### src/logic/uart_pkg.sv
// Package: shared constants and carriers for the FIFO serial port core.
// Assumes a single 25 MHz clock and synchronous active-high reset.
package uart_pkg;

  // ------------------------------------------------------------------
  // Clock source selection
  // ------------------------------------------------------------------
  localparam logic [1:0] CLKSEL_INT       = 2'h0;
  localparam logic [1:0] CLKSEL_INT_OUT   = 2'h1;
  localparam logic [1:0] CLKSEL_EXT       = 2'h2;
  localparam logic [1:0] CLKSEL_EXT_ALT   = 2'h3;

  // ------------------------------------------------------------------
  // Timing
  // ------------------------------------------------------------------
  localparam int          OVERSAMPLE      = 16;
  localparam logic [3:0]  SAMPLE_POINT    = 4'h7;
  localparam logic [3:0]  LAST_TICK       = 4'hf;
  localparam logic [7:0]  BIT_RATE_RESET  = 8'hff;
  localparam int          CLK_PERIOD_NS   = 40;

  // ------------------------------------------------------------------
  // Frame format
  // ------------------------------------------------------------------
  localparam logic [3:0]  DATA_BITS_8     = 4'h8;
  localparam logic [3:0]  DATA_BITS_7     = 4'h7;

  // Control word written as one unit (serial_control_reg)
  typedef struct packed {
    logic       receive_irq_enable;
    logic       transmit_irq_enable;
    logic       transmit_enable_bit;
    logic       receive_enable_bit;
    logic       clock_select_hi;
    logic       clock_select_lo;
  } serial_control_s;

  // Frame format (serial_mode_reg)
  typedef struct packed {
    logic       char_7bit;
    logic       parity_enable;
    logic       parity_odd;
    logic       two_stop;
  } serial_mode_s;

  typedef enum logic [2:0] {
    TX_IDLE, TX_START, TX_DATA, TX_PARITY, TX_STOP
  } tx_state_e;

  typedef enum logic [2:0] {
    RX_IDLE, RX_START, RX_DATA, RX_PARITY, RX_STOP
  } rx_state_e;

endpackage

### src/logic/tick_gen.sv
// Tick generator: 16x bit clock from internal divider or external pin.
// Assumes the external serial clock pin is synchronous to clk.
module tick_gen (
  input  wire logic                 clk,
  input  wire logic                 srst,
  input  wire logic                 use_ext,
  input  wire logic [7:0]           divisor,
  input  wire logic                 sck_in,
  output logic                      tick,
  output logic                      sck_level
);
  import uart_pkg::*;

  logic [7:0] div_cnt_r;
  logic       int_clk_r;
  logic       ext_prev_r;

  // ------------------------------------------------------------------
  // Internal divider: toggles once per divisor+1 clocks
  // ------------------------------------------------------------------
  always_ff @(posedge clk) begin
    if (srst) begin
      div_cnt_r <= 8'h00;
      int_clk_r <= 1'b0;
    end else if (div_cnt_r >= divisor) begin
      div_cnt_r <= 8'h00;
      int_clk_r <= ~int_clk_r;
    end else begin
      div_cnt_r <= div_cnt_r + 8'h01;
    end
  end

  always_ff @(posedge clk) begin
    if (srst) begin
      ext_prev_r <= 1'b0;
    end else begin
      ext_prev_r <= sck_in;
    end
  end

  // One tick per rising edge of the selected 16x clock
  always_comb begin
    if (use_ext) begin
      tick = sck_in & ~ext_prev_r;
    end else begin
      tick = (div_cnt_r >= divisor) & ~int_clk_r;
    end
  end

  assign sck_level = int_clk_r;

endmodule // tick_gen

### src/logic/fifo_serial_port.sv
// Serial port core: clock selection, frame engine, enable behaviour.
// Assumes software obeys the initialisation order; FIFOs sit outside.
//
// Notes on behaviour
// - Bit clock comes from internal divider or external pin, per select bits.
// - Internal clock with output selected drives pin at 16x bit rate.
// - Clock output starts one clock after the control word is registered.
// - Clearing transmit enable reinitialises the transmit shift register.
// - Clearing enables leaves transmit end status and FIFO contents untouched; clearing receive enable clears rx_data and rx error flags.
// - Transmit enable cleared mid-frame puts transmit data at high impedance.
// - Enable hands pin to port; transmitter marks, receiver awaits start.
// - Frame starts with one zero bit, then 8 or 7 bits LSB first.
// - Optional even or odd parity, then one or two stop bits.
module fifo_serial_port (
  input  wire logic                     clk,
  input  wire logic                     srst,
  input  wire uart_pkg::serial_control_s ctrl,
  input  wire logic                     ctrl_we,
  input  wire uart_pkg::serial_mode_s   mode,
  input  wire logic [7:0]               bit_rate,
  input  wire logic                     sck_in,
  output logic                          sck_out,
  output logic                          sck_oe,
  input  wire logic [7:0]               tx_data,
  input  wire logic                     tx_valid,
  output logic                          tx_ready,
  output logic                          transmit_end_flag,
  output logic                          txd_out,
  output logic                          txd_oe,
  input  wire logic                     rxd_in,
  output logic [7:0]                    rx_data,
  output logic                          rx_valid,
  output logic                          rx_frame_err,
  output logic                          rx_parity_err
);
  import uart_pkg::*;

  // ------------------------------------------------------------------
  // Control word and clock selection
  // ------------------------------------------------------------------
  serial_control_s ctrl_r;
  logic            tick;
  logic            int_level;
  logic            use_ext;

  always_ff @(posedge clk) begin
    if (srst) begin
      ctrl_r <= '0;
    end else if (ctrl_we) begin
      ctrl_r <= ctrl;
    end
  end

  assign use_ext = ctrl_r.clock_select_hi;

  tick_gen u_tick (
    .clk       (clk),
    .srst      (srst),
    .use_ext   (use_ext),
    .divisor   (bit_rate),
    .sck_in    (sck_in),
    .tick      (tick),
    .sck_level (int_level)
  );

  // Clock pin output follows divider, enabled one clock after control is registered
  always_ff @(posedge clk) begin
    if (srst) begin
      sck_oe  <= 1'b0;
      sck_out <= 1'b0;
    end else begin
      sck_oe  <= ({ctrl_r.clock_select_hi, ctrl_r.clock_select_lo}
                  == CLKSEL_INT_OUT);
      sck_out <= int_level;
    end
  end

  // ------------------------------------------------------------------
  // Transmitter
  // ------------------------------------------------------------------
  tx_state_e  tx_st_r;
  logic [3:0] tx_tick_r;
  logic [7:0] tx_shift_r;
  logic [3:0] tx_cnt_r;
  logic       tx_par_r;
  logic       tx_stop2_r;
  logic [3:0] nbits;
  logic       bit_end;

  assign nbits   = mode.char_7bit ? DATA_BITS_7 : DATA_BITS_8;
  assign bit_end = tick && (tx_tick_r == LAST_TICK);

  always_ff @(posedge clk) begin
    if (srst || !ctrl_r.transmit_enable_bit) begin
      tx_st_r    <= TX_IDLE;
      tx_tick_r  <= 4'h0;
      tx_shift_r <= 8'h00;
      tx_cnt_r   <= 4'h0;
      tx_par_r   <= 1'b0;
      tx_stop2_r <= 1'b0;
      txd_out    <= 1'b1;
      tx_ready   <= 1'b0;
    end else begin
      tx_ready <= 1'b0;
      if (tick) begin
        tx_tick_r <= tx_tick_r + 4'h1;
      end
      unique case (tx_st_r)
        TX_IDLE: begin
          txd_out   <= 1'b1;
          tx_tick_r <= 4'h0;
          if (tx_valid && !tx_ready) begin
            tx_shift_r <= tx_data;
            tx_par_r   <= mode.parity_odd;
            tx_cnt_r   <= 4'h0;
            tx_ready   <= 1'b1;
            txd_out    <= 1'b0;
            tx_st_r    <= TX_START;
          end
        end
        TX_START: begin
          if (bit_end) begin
            txd_out    <= tx_shift_r[0];
            tx_par_r   <= tx_par_r ^ tx_shift_r[0];
            tx_shift_r <= {1'b0, tx_shift_r[7:1]};
            tx_cnt_r   <= 4'h1;
            tx_st_r    <= TX_DATA;
          end
        end
        TX_DATA: begin
          if (bit_end) begin
            if (tx_cnt_r == nbits) begin
              tx_stop2_r <= mode.two_stop;
              if (mode.parity_enable) begin
                txd_out <= tx_par_r;
                tx_st_r <= TX_PARITY;
              end else begin
                txd_out <= 1'b1;
                tx_st_r <= TX_STOP;
              end
            end else begin
              txd_out    <= tx_shift_r[0];
              tx_par_r   <= tx_par_r ^ tx_shift_r[0];
              tx_shift_r <= {1'b0, tx_shift_r[7:1]};
              tx_cnt_r   <= tx_cnt_r + 4'h1;
            end
          end
        end
        TX_PARITY: begin
          if (bit_end) begin
            txd_out <= 1'b1;
            tx_st_r <= TX_STOP;
          end
        end
        TX_STOP: begin
          if (bit_end) begin
            if (tx_stop2_r) begin
              tx_stop2_r <= 1'b0;
            end else begin
              tx_st_r <= TX_IDLE;
            end
          end
        end
      endcase
    end
  end

  // Transmit end is status; enable changes do not touch it
  always_ff @(posedge clk) begin
    if (srst) begin
      transmit_end_flag <= 1'b1;
    end else if (tx_ready) begin
      transmit_end_flag <= 1'b0;
    end else if (tx_st_r == TX_STOP && bit_end && !tx_stop2_r &&
                 !tx_valid) begin
      transmit_end_flag <= 1'b1;
    end
  end

  // Pin released whenever transmitter is disabled, even mid-frame
  always_ff @(posedge clk) begin
    if (srst) begin
      txd_oe <= 1'b0;
    end else begin
      txd_oe <= ctrl.transmit_enable_bit & ctrl_we |
                ctrl_r.transmit_enable_bit & ~ctrl_we;
    end
  end

  // ------------------------------------------------------------------
  // Receiver
  // ------------------------------------------------------------------
  rx_state_e  rx_st_r;
  logic [3:0] rx_tick_r;
  logic [7:0] rx_shift_r;
  logic [3:0] rx_cnt_r;
  logic       rx_par_r;
  logic       rxd_prev_r;
  logic       mid;

  assign mid = tick && (rx_tick_r == SAMPLE_POINT);

  always_ff @(posedge clk) begin
    if (srst || !ctrl_r.receive_enable_bit) begin
      rx_st_r       <= RX_IDLE;
      rx_tick_r     <= 4'h0;
      rx_shift_r    <= 8'h00;
      rx_cnt_r      <= 4'h0;
      rx_par_r      <= 1'b0;
      rxd_prev_r    <= 1'b1;
      rx_data       <= 8'h00;
      rx_valid      <= 1'b0;
      rx_frame_err  <= 1'b0;
      rx_parity_err <= 1'b0;
    end else begin
      rx_valid <= 1'b0;
      if (tick) begin
        rxd_prev_r <= rxd_in;
        rx_tick_r  <= rx_tick_r + 4'h1;
      end
      unique case (rx_st_r)
        RX_IDLE: begin
          if (tick && rxd_prev_r && !rxd_in) begin
            rx_tick_r <= 4'h1;
            rx_st_r   <= RX_START;
          end
        end
        RX_START: begin
          if (mid) begin
            rx_st_r  <= rxd_in ? RX_IDLE : RX_DATA;
            rx_cnt_r <= 4'h0;
            rx_par_r <= mode.parity_odd;
          end
        end
        RX_DATA: begin
          if (mid) begin
            rx_shift_r <= {rxd_in, rx_shift_r[7:1]};
            rx_par_r   <= rx_par_r ^ rxd_in;
            rx_cnt_r   <= rx_cnt_r + 4'h1;
            if (rx_cnt_r + 4'h1 == nbits) begin
              rx_st_r <= mode.parity_enable ? RX_PARITY : RX_STOP;
            end
          end
        end
        RX_PARITY: begin
          if (mid) begin
            rx_par_r <= rx_par_r ^ rxd_in;
            rx_st_r  <= RX_STOP;
          end
        end
        RX_STOP: begin
          if (mid) begin
            rx_data       <= mode.char_7bit ?
                             {1'b0, rx_shift_r[7:1]} : rx_shift_r;
            rx_valid      <= 1'b1;
            rx_frame_err  <= ~rxd_in;
            rx_parity_err <= mode.parity_enable & rx_par_r;
            rx_st_r       <= RX_IDLE;
          end
        end
      endcase
    end
  end

  // ------------------------------------------------------------------
  // Checks
  // ------------------------------------------------------------------
  a_txd_release: assert property (@(posedge clk) disable iff (srst)
    !ctrl_r.transmit_enable_bit |-> !txd_oe)
    else $error("txd driven while transmit disabled");
  a_tx_reinit: assert property (@(posedge clk) disable iff (srst)
    !ctrl_r.transmit_enable_bit |=> tx_st_r == TX_IDLE)
    else $error("tx shift not reinitialised");
  a_sck_drive: assert property (@(posedge clk) disable iff (srst)
    ctrl_we && ctrl.clock_select_lo && !ctrl.clock_select_hi
    |=> ##1 sck_oe)
    else $error("clock output late");
  a_idle_mark: assert property (@(posedge clk) disable iff (srst)
    ctrl_r.transmit_enable_bit && tx_st_r == TX_IDLE && !tx_ready
    |-> txd_out)
    else $error("idle line not at mark");
  a_start_low: assert property (@(posedge clk) disable iff (srst)
    tx_st_r == TX_START |-> !txd_out)
    else $error("start bit not low");
  a_stop_high: assert property (@(posedge clk) disable iff (srst)
    tx_st_r == TX_STOP |-> txd_out)
    else $error("stop bit not high");
  a_ext_tick: assert property (@(posedge clk) disable iff (srst)
    use_ext && tick |-> sck_in)
    else $error("tick not from external pin");
  a_transmit_end_flag_keep: assert property (@(posedge clk) disable iff (srst)
    $fell(ctrl_r.transmit_enable_bit) |-> $stable(transmit_end_flag))
    else $error("status changed by disable");
  a_rx_sample: assert property (@(posedge clk) disable iff (srst)
    rx_st_r == RX_IDLE ##1 rx_st_r == RX_START |-> rx_tick_r == 4'h1)
    else $error("start edge not aligned");

endmodule // fifo_serial_port

### config.mk
export PLATFORM = sky130hd
export DESIGN_NAME = fifo_serial_port
export DESIGN_NICKNAME = d
export VERILOG_FILES = /design/src/logic/uart_pkg.sv /design/src/logic/tick_gen.sv /design/src/logic/fifo_serial_port.sv
export SDC_FILE = /design/constraint.sdc
export NUM_CORES = 1
export LEC_CHECK = 0
export ABC_AREA = 1
export BUFFER_PORTS_ARGS = -buffer_cell sky130_fd_sc_hd__clkbuf_2
export CORE_UTILIZATION = 55
export CTS_CLUSTER_SIZE = 40
export DETAILED_ROUTE_END_ITERATION = 8
export GPL_TIMING_DRIVEN = 0
export PLACE_DENSITY = 0.77
export SYNTH_ARGS = -nofsm -noshare
export SYNTH_HDL_FRONTEND = slang
export SYNTH_SLANG_ARGS = --single-unit
### constraint.sdc
create_clock -name clk -period 2.61 [get_ports clk]
set_input_delay 0.261 -clock clk [delete_from_list [all_inputs] [get_ports clk]]
set_output_delay 0.261 -clock clk [all_outputs]
set_load 0.1 [all_outputs]
---- After elaboration in Yosys (flattened, before gate mapping) ----
Cells that the tools add are included.
storage, ports and cells
  register bits ........................... 73
  bits in latches ......................... 0
  memory bits (writable) .................. 0
  bits in read-only memories .............. 0
  word-level logic and storage cells ...... 174
  memories kept ........................... 0
cells by class
  add/sub/neg operators ................... 5
  multipliers ............................. 0
  div/mod/pow operators ................... 0
  order comparisons ....................... 1
  equal/unequal tests ..................... 28
  shifts and indexed selects .............. 0
  mux-type cells .......................... 59
  bitwise gates (word level) .............. 14
  reduce and logical (&&, ||, !) cells .... 38
operators with widths
  cell                   count
  $mux W3                14
  $mux W4                10
  $mux W8                5
  $pmux W3 S5            2
  $ne A2 B2 Y1 const B   14
  $pmux W8 S3            1
  $mux W1                20
  $add A4 B1 Y4 const B  4
  $eq A3 B2 Y1 const B   4
  $pmux W4 S3            1
  $reduce_or A2 Y1       5
  $add A8 B1 Y8 const B  1
  $eq A4 B4 Y1           2
  $ge A8 B8 Y1           1
  $logic_and A1 B1 Y1    8
  $pmux W4 S2            1
  $reduce_and A4 Y1      2
  $reduce_bool A2 Y1     4
  $reduce_and A7 Y1      1
  $eq A3 B1 Y1 const B   2
  $eq A3 B3 Y1 const B   2
  $logic_not A1 Y1       6
  $logic_not A3 Y1       2
  $not A1 Y1             6
  18 further kinds       27

---- Logic depth before layout (Yosys ltp) ----
Gate-level depths: netlist of the first run.
  depth after elaboration ................. 9
  mapped depth ............................ 17

---- Modules after synthesis ----
From an unflattened synthesis of the first run, not the netlist that was laid out.
unflattened totals
  cell total of the unflattened synthesis .. 519
  area total of the unflattened synthesis .. 3684.8 µm²
modules (own cells, without submodules)
  module            instances  cells an instance  area an instance (µm²)
  fifo_serial_port  1          433                3039.2
  tick_gen          1          86                 645.6

---- Least setup slack after synthesis of the first run ----
No wires, ideal clock.
  path type ............................... reg2reg
  from .................................... reg tx_ready
  to ...................................... reg tx_cnt_r[1]
  setup time .............................. 70 ps
  arrival ................................. 1882 ps
  data required time ...................... 2540 ps
  setup slack ............................. 658 ps
  cell stages (with the launch flop) ...... 10
  buffers on the path ..................... 1
  clock period less this slack ............ 1952 ps
  path through ............................ dfxtp_1 > nor2_1 > nor2_1 > inv_1 > nand3_1 > inv_1 > nand2_2 > buf_6 > nand2_1 > a21oi_1
between the ends
  word-level cells in the longest chain between the ends .. 4
RTL lines
  item                                line                     RTL
  start: declaration                  fifo_serial_port.sv:26   output logic tx_ready,
  start signal: assignment            fifo_serial_port.sv:102  tx_ready <= 1'b0;
  start signal: assignment            fifo_serial_port.sv:104  tx_ready <= 1'b0;
  start signal: assignment            fifo_serial_port.sv:116  tx_ready <= 1'b1;
  $logic_not A1 Y1                    fifo_serial_port.sv:112  if (tx_valid && !tx_ready) begin
  $logic_and A1 B1 Y1                 fifo_serial_port.sv:112
  $ne A2 B2 Y1 (no source line)       n/a
  $reduce_and A5 Y1 (no source line)  n/a
  end signal: assignment              fifo_serial_port.sv:145  tx_cnt_r <= tx_cnt_r + 4'h1;
  end: declaration                    fifo_serial_port.sv:84   logic [3:0] tx_cnt_r;
No other way between the ends.
A chain may end at the register's enable or synchronous reset.

---- Worst setup path after layout of the first run ----
  from .................................... reg u_tick.div_cnt_r[0]
  to ...................................... reg tx_shift_r[3]
between the ends
  word-level cells in the longest chain between the ends .. 6
RTL lines
  item                                    line                     RTL
  start: declaration                      tick_gen.sv:14           logic [7:0] div_cnt_r;
  start signal: assignment                tick_gen.sv:29           div_cnt_r <= div_cnt_r + 8'h01;
  $ge A8 B8 Y1 (*)                        tick_gen.sv:46           tick = (div_cnt_r >= divisor) & ~int_clk_r;
  $and A1 B1 Y1 (*)                       tick_gen.sv:46
  $mux W1 (*)                             tick_gen.sv:43           if (use_ext) begin
  $logic_and A1 B1 Y1 (*)                 fifo_serial_port.sv:91   assign bit_end = tick && (tx_tick_r == LAST_TICK);
  $ne A2 B2 Y1 (no source line)           n/a
  $reduce_and A5 Y1 (no source line) (*)  n/a
  end signal: assignment                  fifo_serial_port.sv:113  tx_shift_r <= tx_data;
  end signal: assignment                  fifo_serial_port.sv:125  tx_shift_r <= {1'b0, tx_shift_r[7:1]};
  end signal: assignment                  fifo_serial_port.sv:144  tx_shift_r <= {1'b0, tx_shift_r[7:1]};
  end: declaration                        fifo_serial_port.sv:83   logic [7:0] tx_shift_r;
Every way passes the cells marked *; elsewhere a longest branch is shown, timed or not.

==> metrics, run 1 <==
status completed; die height 82.83 um; maximum vdd ir drop 0.4024 mV; main combinational cell family by area after synthesis simple AND/OR/NAND/NOR gates; initial antenna violation count 0; Crit path buffers/inverters 2; Post-Synth XOR/XNOR Area 2.437%; Worst Setup End Kind register; Rel. slew slack between 60 and 70%; Max Slew Vio Count 0; Hold Path Class input pin to register; I/O pin count 49; sequential fraction of the synthesis area 40.67%; hold buffers post-CTS 0; Crit Path Max Fanout 10; Setup Fix Bufs, Post-CTS 0; pwr dens 552.3 mW/mm^2; Sinks on Clock Net 73; Fin Hold WS 0.1143 ns; most numerous cell on the critical path nand2_1; vias in the first global route 3,005; Yosys reg bits 73; Period minus WS final 2.072 ns; Post-Synth Simple-Gate Area around a quarter; layout net count between 500 and 600; Netlist cell types 38; P_leak 1.911 nW; hold_sp sck_in; Reg clk slew, reported paths about 0.080 ns; part of the cycle the worst path needs approximately four fifths; first-pass GRT wire length 12,690 um; compound-cell area share of the yosys netlist 15.95%; Via-to-Cell Ratio 5.115; routability cong. 0.8451; DRC viols 0; Mapped Area around 0.0036 sq mm; unrepaired setup endpoints after global routing no; CP Launch Type register; cell family with most CP delay simple AND/OR/NAND/NOR gates; First DRT Iteration DRCs about 140; post-synthesis adder-cell area fraction between 4 and 5%; drt total wl 7300 um; grt ovf 0; Worst EP arrival 2.34 ns; Syn Nets 526; setup slack after layout 0.5376 ns; pre-CTS setup slack 0.5244 ns; largest net degree at the start of global routing 14; core region area between 0.006 and 0.007 sq mm; chip width 82.83 um; clk root buf clkbuf_8; ANT nets after route 0; slowest CP cell dfxtp_1; Die ar. a little under 0.007 sq mm; worst reg2reg startpoint u_tick.div_cnt_r[0]; routed length per instance about 12 um; CP required 2.88 ns; share of layout cells above drive strength 1 17.50%; routed length on met1 between 3000 and 4000 um; Achievable Freq between 400 and 500 MHz; WL met3 234 um; CP startpoint u_tick.div_cnt_r[0]; P&R area growth vs syn 14.73%; most common cell after layout, fill and taps aside nand2_1; post-synthesis mux area share 3.029%; maxcap violations 0; Cell Rows 29; worst slew pin tran 0.5791 ns; total CTS buffers 9; max layer used met4; met2 wire len approximately 3500 um; total power between 0.002 and 0.0025 W; via total after detailed routing 3,171; Synth Warn # 0; Clock Tree Buf Depth 2; Sum Neg Setup Slack 0 ns; crit path cell chain inv_1 -> ha_1 -> nand2_1 -> nor2_1 -> nor2_1 -> nand2_1 -> nand2_1 -> nand2_2 -> nand3_2 -> nand2_4 -> nand2_4 -> nand2_1 -> nand2_2 -> buf_6 -> nand2_1 -> a21oi_1; GRT Util Overall 22.39%; CP max stage delay roughly 0.40 ns; Synth Area per Inst 7.471 sq um; Synth Instances 481; kind of critical path register to register; clock latency on the worst-skew pair 0.34 ns; # diodes 0; H-tree depth 3; Post-CTS Resized 0; Fin Clk Skew 0.007227 ns; DP HPWL approximately 5500 um; Initial Util 56.92%; first drt pass iteration count 4; Buffers on Ports 46; Fin. Hold Viols 0; commonest cells after routing, fill and taps aside nand2_1 (79), dfxtp_1 (73), inv_1 (67); final setup vio count 0; CTS tree done
==> layout make-up <==
cell class              count  area (sq um)
clock inverters             6         65.06
inverters                  69         259.0
fillers                   580          2191
clock buffers              10         137.6
repair buffers             46         230.2
plain buffers              10         73.82
flip-flops and latches     73          1461
well taps                  77         96.34
multi-input cells         329          1799
==> metal layers <==
layer	track usage [%]	vias up
met5	0	-
met4	6.897	0
met3	5.467	9
met2	37.78	54
met1	28.24	1428
li1	-	1680
==> registers in the layout, indices dropped and copies added (netlist names), 3 cells and up <==
register,count
rx_st_r,3
u_tick.div_cnt_r,8
rx_cnt_r,4
tx_shift_r,8
tx_cnt_r,4
tx_tick_r,4
ctrl_r,3
rx_data,8
rx_shift_r,8
tx_st_r,3
rx_tick_r,4
==> through the flow <==
step,cell area (sq um),instances,utilization [%]
2_1_floorplan,3593,481,-
3_3_place_gp,3920,604,62.09
3_5_place_dp,3920,604,62.09
4_1_cts,4123,620,65.30
5_1_grt,4123,620,65.30
6_report,4123,620,65.30
==> path summary, 6_finish.rpt <==
path / slack [ns] / cells past startpoint / end
worst max-delay path: 0.54 / 16 / tx_shift_r[3]
worst min register to register: 0.46 / 2 / ctrl_r[0]
worst max register to register: 0.54 / 16 / tx_shift_r[3]
worst min-delay path: 0.11 / 3 / u_tick.ext_prev_r
==> cell families (layout without fill, tap and decap cells) <==
| logic type | after synthesis | after routing |
|---|---|---|
| multiplexers | 10 | 10 |
| XOR/XNOR | 10 | 10 |
| AND/OR/NAND/NOR | 189 | 189 |
| buffers and inverters | 79 | 141 |
| adder cells (fa/ha/maj) | 13 | 13 |
| AO/OA/AOI/OAI | 107 | 107 |
| flip-flops | 73 | 73 |
==> cell usage after synthesis <==
cell       n  share of area (%)
buf_6      4                1.3
nand2_4    2               0.63
nand3_1   24                3.3
nor2_4     1               0.31
inv_1     67                7.0
nor2_1    57                6.0
nand2_2    2               0.35
o211ai_1   2               0.42
nor2_2     1               0.17
xor2_1     7                1.7
o21ai_0   44                6.1
ha_1      13                4.5
xnor2_1    3               0.73
mux2_2     6                1.9
a21oi_1   50                7.0
mux2i_1    3               0.84
nand3b_1   2               0.42
buf_4      1               0.21
o21bai_1   1               0.21
nand3_2    1               0.28
and3_1     1               0.17
nor4_1     2               0.35
dfxtp_1   73                 41
mux2_1     1               0.31
inv_2      2               0.21
buf_2      2               0.28
a21oi_4    1               0.45
clkbuf_1   3               0.31
nor2_8     2                1.1
a21oi_2    4               0.97
or2_2      3               0.52
nand2_1   79                8.3
o21a_1     1               0.21
o22ai_1    1               0.17
nor3_1     6               0.84
nand4_1    5               0.87
o21ai_1    3               0.42
nand2_8    1               0.56
==> tightest hold or removal path, stage by stage <==
cell	delay [ns]
clkbuf_2	0.09
inv_1	0.04
nor2_1	0.03
==> report_power, final <==
| part | internal [W] | switching [W] | leakage [nW] |
|---|---|---|---|
| logic | 0.0000827 | 0.000150 | 1.22 |
| clock network | 0.000469 | 0.000427 | 0.103 |
| registers | 0.00113 | 0.0000148 | 0.591 |
Note: power is estimated with default switching activity, not from simulation.
==> inputs of run 2 (changes only) <==
ABC_AREA = 0   (was 1)
PLACE_DENSITY = 0.76   (was 0.77)
clock period = 1.95 ns   (was 2.61 ns; I/O delays follow)
==> run 2 against run 1 <==
The flow now finishes with violations (setup timing). Via count up 18%. Critical path depth is 8 lower. Clock skew up 0.00072 ns. Sequential share of layout area shrank 7.6 points. Routed wire length increased by 40%. Die area up 7.9%. Global-route usage rose by 4.6 points. Flip-flop and latch count is the same. Largest cell class unchanged. Synthesized area increased by 8.1%.
==> metrics, run 2 <==
GRT Util Overall 26.99% (was 22.39%); first-pass GRT wire length 15,890 um (was 12,690 um); Yosys reg bits 73 (unchanged); routed length per instance 16.25 um (was 11.77 um); CP max stage delay 0.58 ns (was 0.40 ns); Crit path buffers/inverters 2 (unchanged); Max Slew Vio Count 0 (unchanged); clock latency on the worst-skew pair 0.35 ns (was 0.34 ns); Buffers on Ports 45 (was 46); Main synth FF type dfxtp_1 (unchanged); Synth area leaders dfxtp_1 (38%), mux2i_1 (5.4%), a211oi_1 (4.6%) (was dfxtp_1 (41%), nand2_1 (8.3%), inv_1 (7.0%)); DRC viols 0 (unchanged); kind of critical path register to register (unchanged); Mapped Area 0.003885 sq mm (was 0.003593 sq mm); share of layout cells above drive strength 1 40.71% (was 17.50%); # diodes 0 (unchanged); Crit Path Max Fanout 5 (was 10); Syn Nets 486 (was 526); part of the cycle the worst path needs 117.0% (was 79.40%); Filler cells 455 (was 580); sequential fraction of the synthesis area 37.62% (was 40.67%); I/O pin count 49 (unchanged); Synth Area per Inst 8.809 sq um (was 7.471 sq um); core region area 0.006794 sq mm (was 0.006314 sq mm); Sinks on Clock Net 73 (unchanged); initial antenna violation count 0 (unchanged); design area 0.005358 sq mm (was 0.004123 sq mm); Synth Warn # 0 (unchanged); cell family with most CP delay simple AND/OR/NAND/NOR gates (unchanged); layout net count 573 (was 583); Achievable Freq 438.2 MHz (was 482.5 MHz); asr flop ratio synth 0% (unchanged); total CTS buffers 9 (unchanged); synth cell count leaders dfxtp_1 (73), nor2_1 (43), nand2_1 (33) (was nand2_1 (79), dfxtp_1 (73), inv_1 (67)); largest net degree at the start of global routing 14 (unchanged); number of synthesized flops with an enable pin 0 (unchanged); drt total wl 10,220 um (was 7300 um); status finished, violations left (was completed); ANT nets after route 0 (unchanged); routability cong. 0.8648 (was 0.8451); Cell Rows 30 (was 29); Worst Setup End Kind register (unchanged); unrepaired setup endpoints after global routing yes (was no); hold buffers post-CTS 0 (unchanged); P&R area growth vs syn 37.91% (was 14.73%); Rel. slew slack 56.73% (was 61.25%); grt ovf 0 (unchanged); Period minus WS final 2.282 ns (was 2.072 ns); Netlist cell types 72 (was 38); CP required 2.21 ns (was 2.88 ns); final setup vio count 64 (was 0); Final Non-Filler Cells 629 (was 620); chip width 86.05 um (was 82.83 um); CTS tree done (unchanged); most common cell after layout, fill and taps aside dfxtp_1 (was nand2_1); Die ar. 0.007404 sq mm (was 0.006861 sq mm); setup slack after layout -0.3319 ns (was 0.5376 ns); Via-to-Cell Ratio 5.970 (was 5.115); Synth Instances 441 (was 481); maximum vdd ir drop 0.5441 mV (was 0.4024 mV); Fin. Hold Viols 0 (unchanged); CP Launch Type register (unchanged); slowest CP cell or4_4 (was dfxtp_1); clk root buf clkbuf_8 (unchanged); die height 86.05 um (was 82.83 um); Worst EP arrival 2.54 ns (was 2.34 ns); vias in the first global route 3,404 (was 3,005); most common cell in the netlist dfxtp_1 (was nand2_1); post-synth top area share 37.62% (was 40.67%); Placed Area 0.004514 sq mm (was 0.003920 sq mm); Clock Tree Buf Depth 2 (unchanged); failing checks setup timing; Fin Clk Skew 0.007944 ns (was 0.007227 ns); dpl cells 582 (was 604); Yosys top cell by area dfxtp_1 (unchanged); commonest cells after routing, fill and taps aside dfxtp_1 (58), clkbuf_2 (47), nor2_1 (34) (was nand2_1 (79), dfxtp_1 (73), inv_1 (67)); via total after detailed routing 3,755 (was 3,171); first drt pass iteration count 6 (was 4); Hold Path Class input pin to register (unchanged); P_leak 1.961 nW (was 1.911 nW); Reg clk slew, reported paths 0.08 ns (about the same); worst slew pin tran 0.6490 ns (was 0.5791 ns); maxcap violations 0 (unchanged); DP HPWL 6313 um (was 5507 um); pwr dens 634.2 mW/mm^2 (was 552.3 mW/mm^2); crit path cell chain ha_4 -> nand4_4 -> or4_4 -> a311oi_4 -> buf_4 -> buf_6 -> nor2_1 -> a211oi_1 (was inv_1 -> ha_1 -> nand2_1 -> nor2_1 -> nor2_1 -> nand2_1 -> nand2_1 -> nand2_2 -> nand3_2 -> nand2_4 -> nand2_4 -> nand2_1 -> nand2_2 -> buf_6 -> nand2_1 -> a21oi_1); Fin Hold WS 0.08329 ns (was 0.1143 ns); H-tree depth 3 (unchanged); First DRT Iteration DRCs 192 (was 143); Initial Util 57.18% (was 56.92%)
-- run 2: cell count changes after synthesis, sizes merged, moves of 13 or more --
cell | before | now
inv | 69 | 16
nand2 | 84 | 34
a21oi | 55 | 24
a211oi | 0 | 26
o21ai | 47 | 24
mux2i | 3 | 21
nor2 | 61 | 44
clkbuf | 3 | 16
-- run 2: cell families after synthesis --
kind of cell	synth area share, %
and+or+nand+nor	22.19
muxes	5.700
buffers and inverters	4.219
xor gates and xnor gates	2.706
adders and majority gates	4.187
DFF	37.62
AOI/OAI and AO/OA	23.38
-- run 2: where the power goes --
group | internal [W] | switching [W] | total [W]
logic | 0.000149 | 0.000214 | 0.000363
registers | 0.00151 | 0.0000193 | 0.00153
clock network | 0.000918 | 0.000591 | 0.00151
-- run 2: repair_timing --
action	CTS	global route
setup endpoints to repair	63	64
pin swaps	24	11
resized for setup	43	48
cloned	3	2
buffers inserted	21	8
-- run 2: path summary, 6_finish.rpt --
kind / depth (start not counted) / slack (ns) / endpoint / from
worst max register to register: 8 / -0.33 / rx_data[6] / u_tick.div_cnt_r[6]
worst min register to register: 1 / 0.46 / transmit_end_flag / tx_ready
worst max-delay path: 8 / -0.33 / rx_data[6] / u_tick.div_cnt_r[6]
worst min-delay path: 3 / 0.08 / use_ext / ctrl[1]
-- run 2: worst min-delay path: stages --
cell and delay (ns):
clkbuf_2 0.07, mux2i_1 0.05, nor2_1 0.07
-- run 2: through the flow --
step	setup WS, ns	total power (W)	util [%]	setup TNS (ns)
CTS	-0.2947	0.003395	75.30	-10.06
detailed placement	-0.4508	0.001869	66.45	-16.02
finish	-0.3319	0.003398	78.86	-11.53
global route	-0.3970	0.003506	78.86	-16.13
floorplan	-0.1779	0.001787	-	-3.276
global placement	-0.3930	0.001862	66.45	-13.70
-- run 2: layer usage --
metal	vias to the layer above	track usage [%]	share of wire [%]	routed length (um)
met5	-	0	0	0
met3	28	5.775	3.8	385
met4	0	10.45	2.2	227
li1	1798	-	-	-
met1	1814	33.95	43	4436
met2	115	45.17	51	5173
-- run 2: layout make-up --
cell class | instances | area, sq um | area share, %
Buffer | 22 | 127.6 | 2.382
Multi-Input combinational cell | 329 | 2796 | 52.20
Inverter | 16 | 60.06 | 1.121
Clock inverter | 4 | 77.57 | 1.448
Sequential cell | 73 | 1493 | 27.86
Timing Repair Buffer | 77 | 495.5 | 9.248
Tap cell | 96 | 120.1 | 2.242
Clock buffer | 12 | 187.7 | 3.503
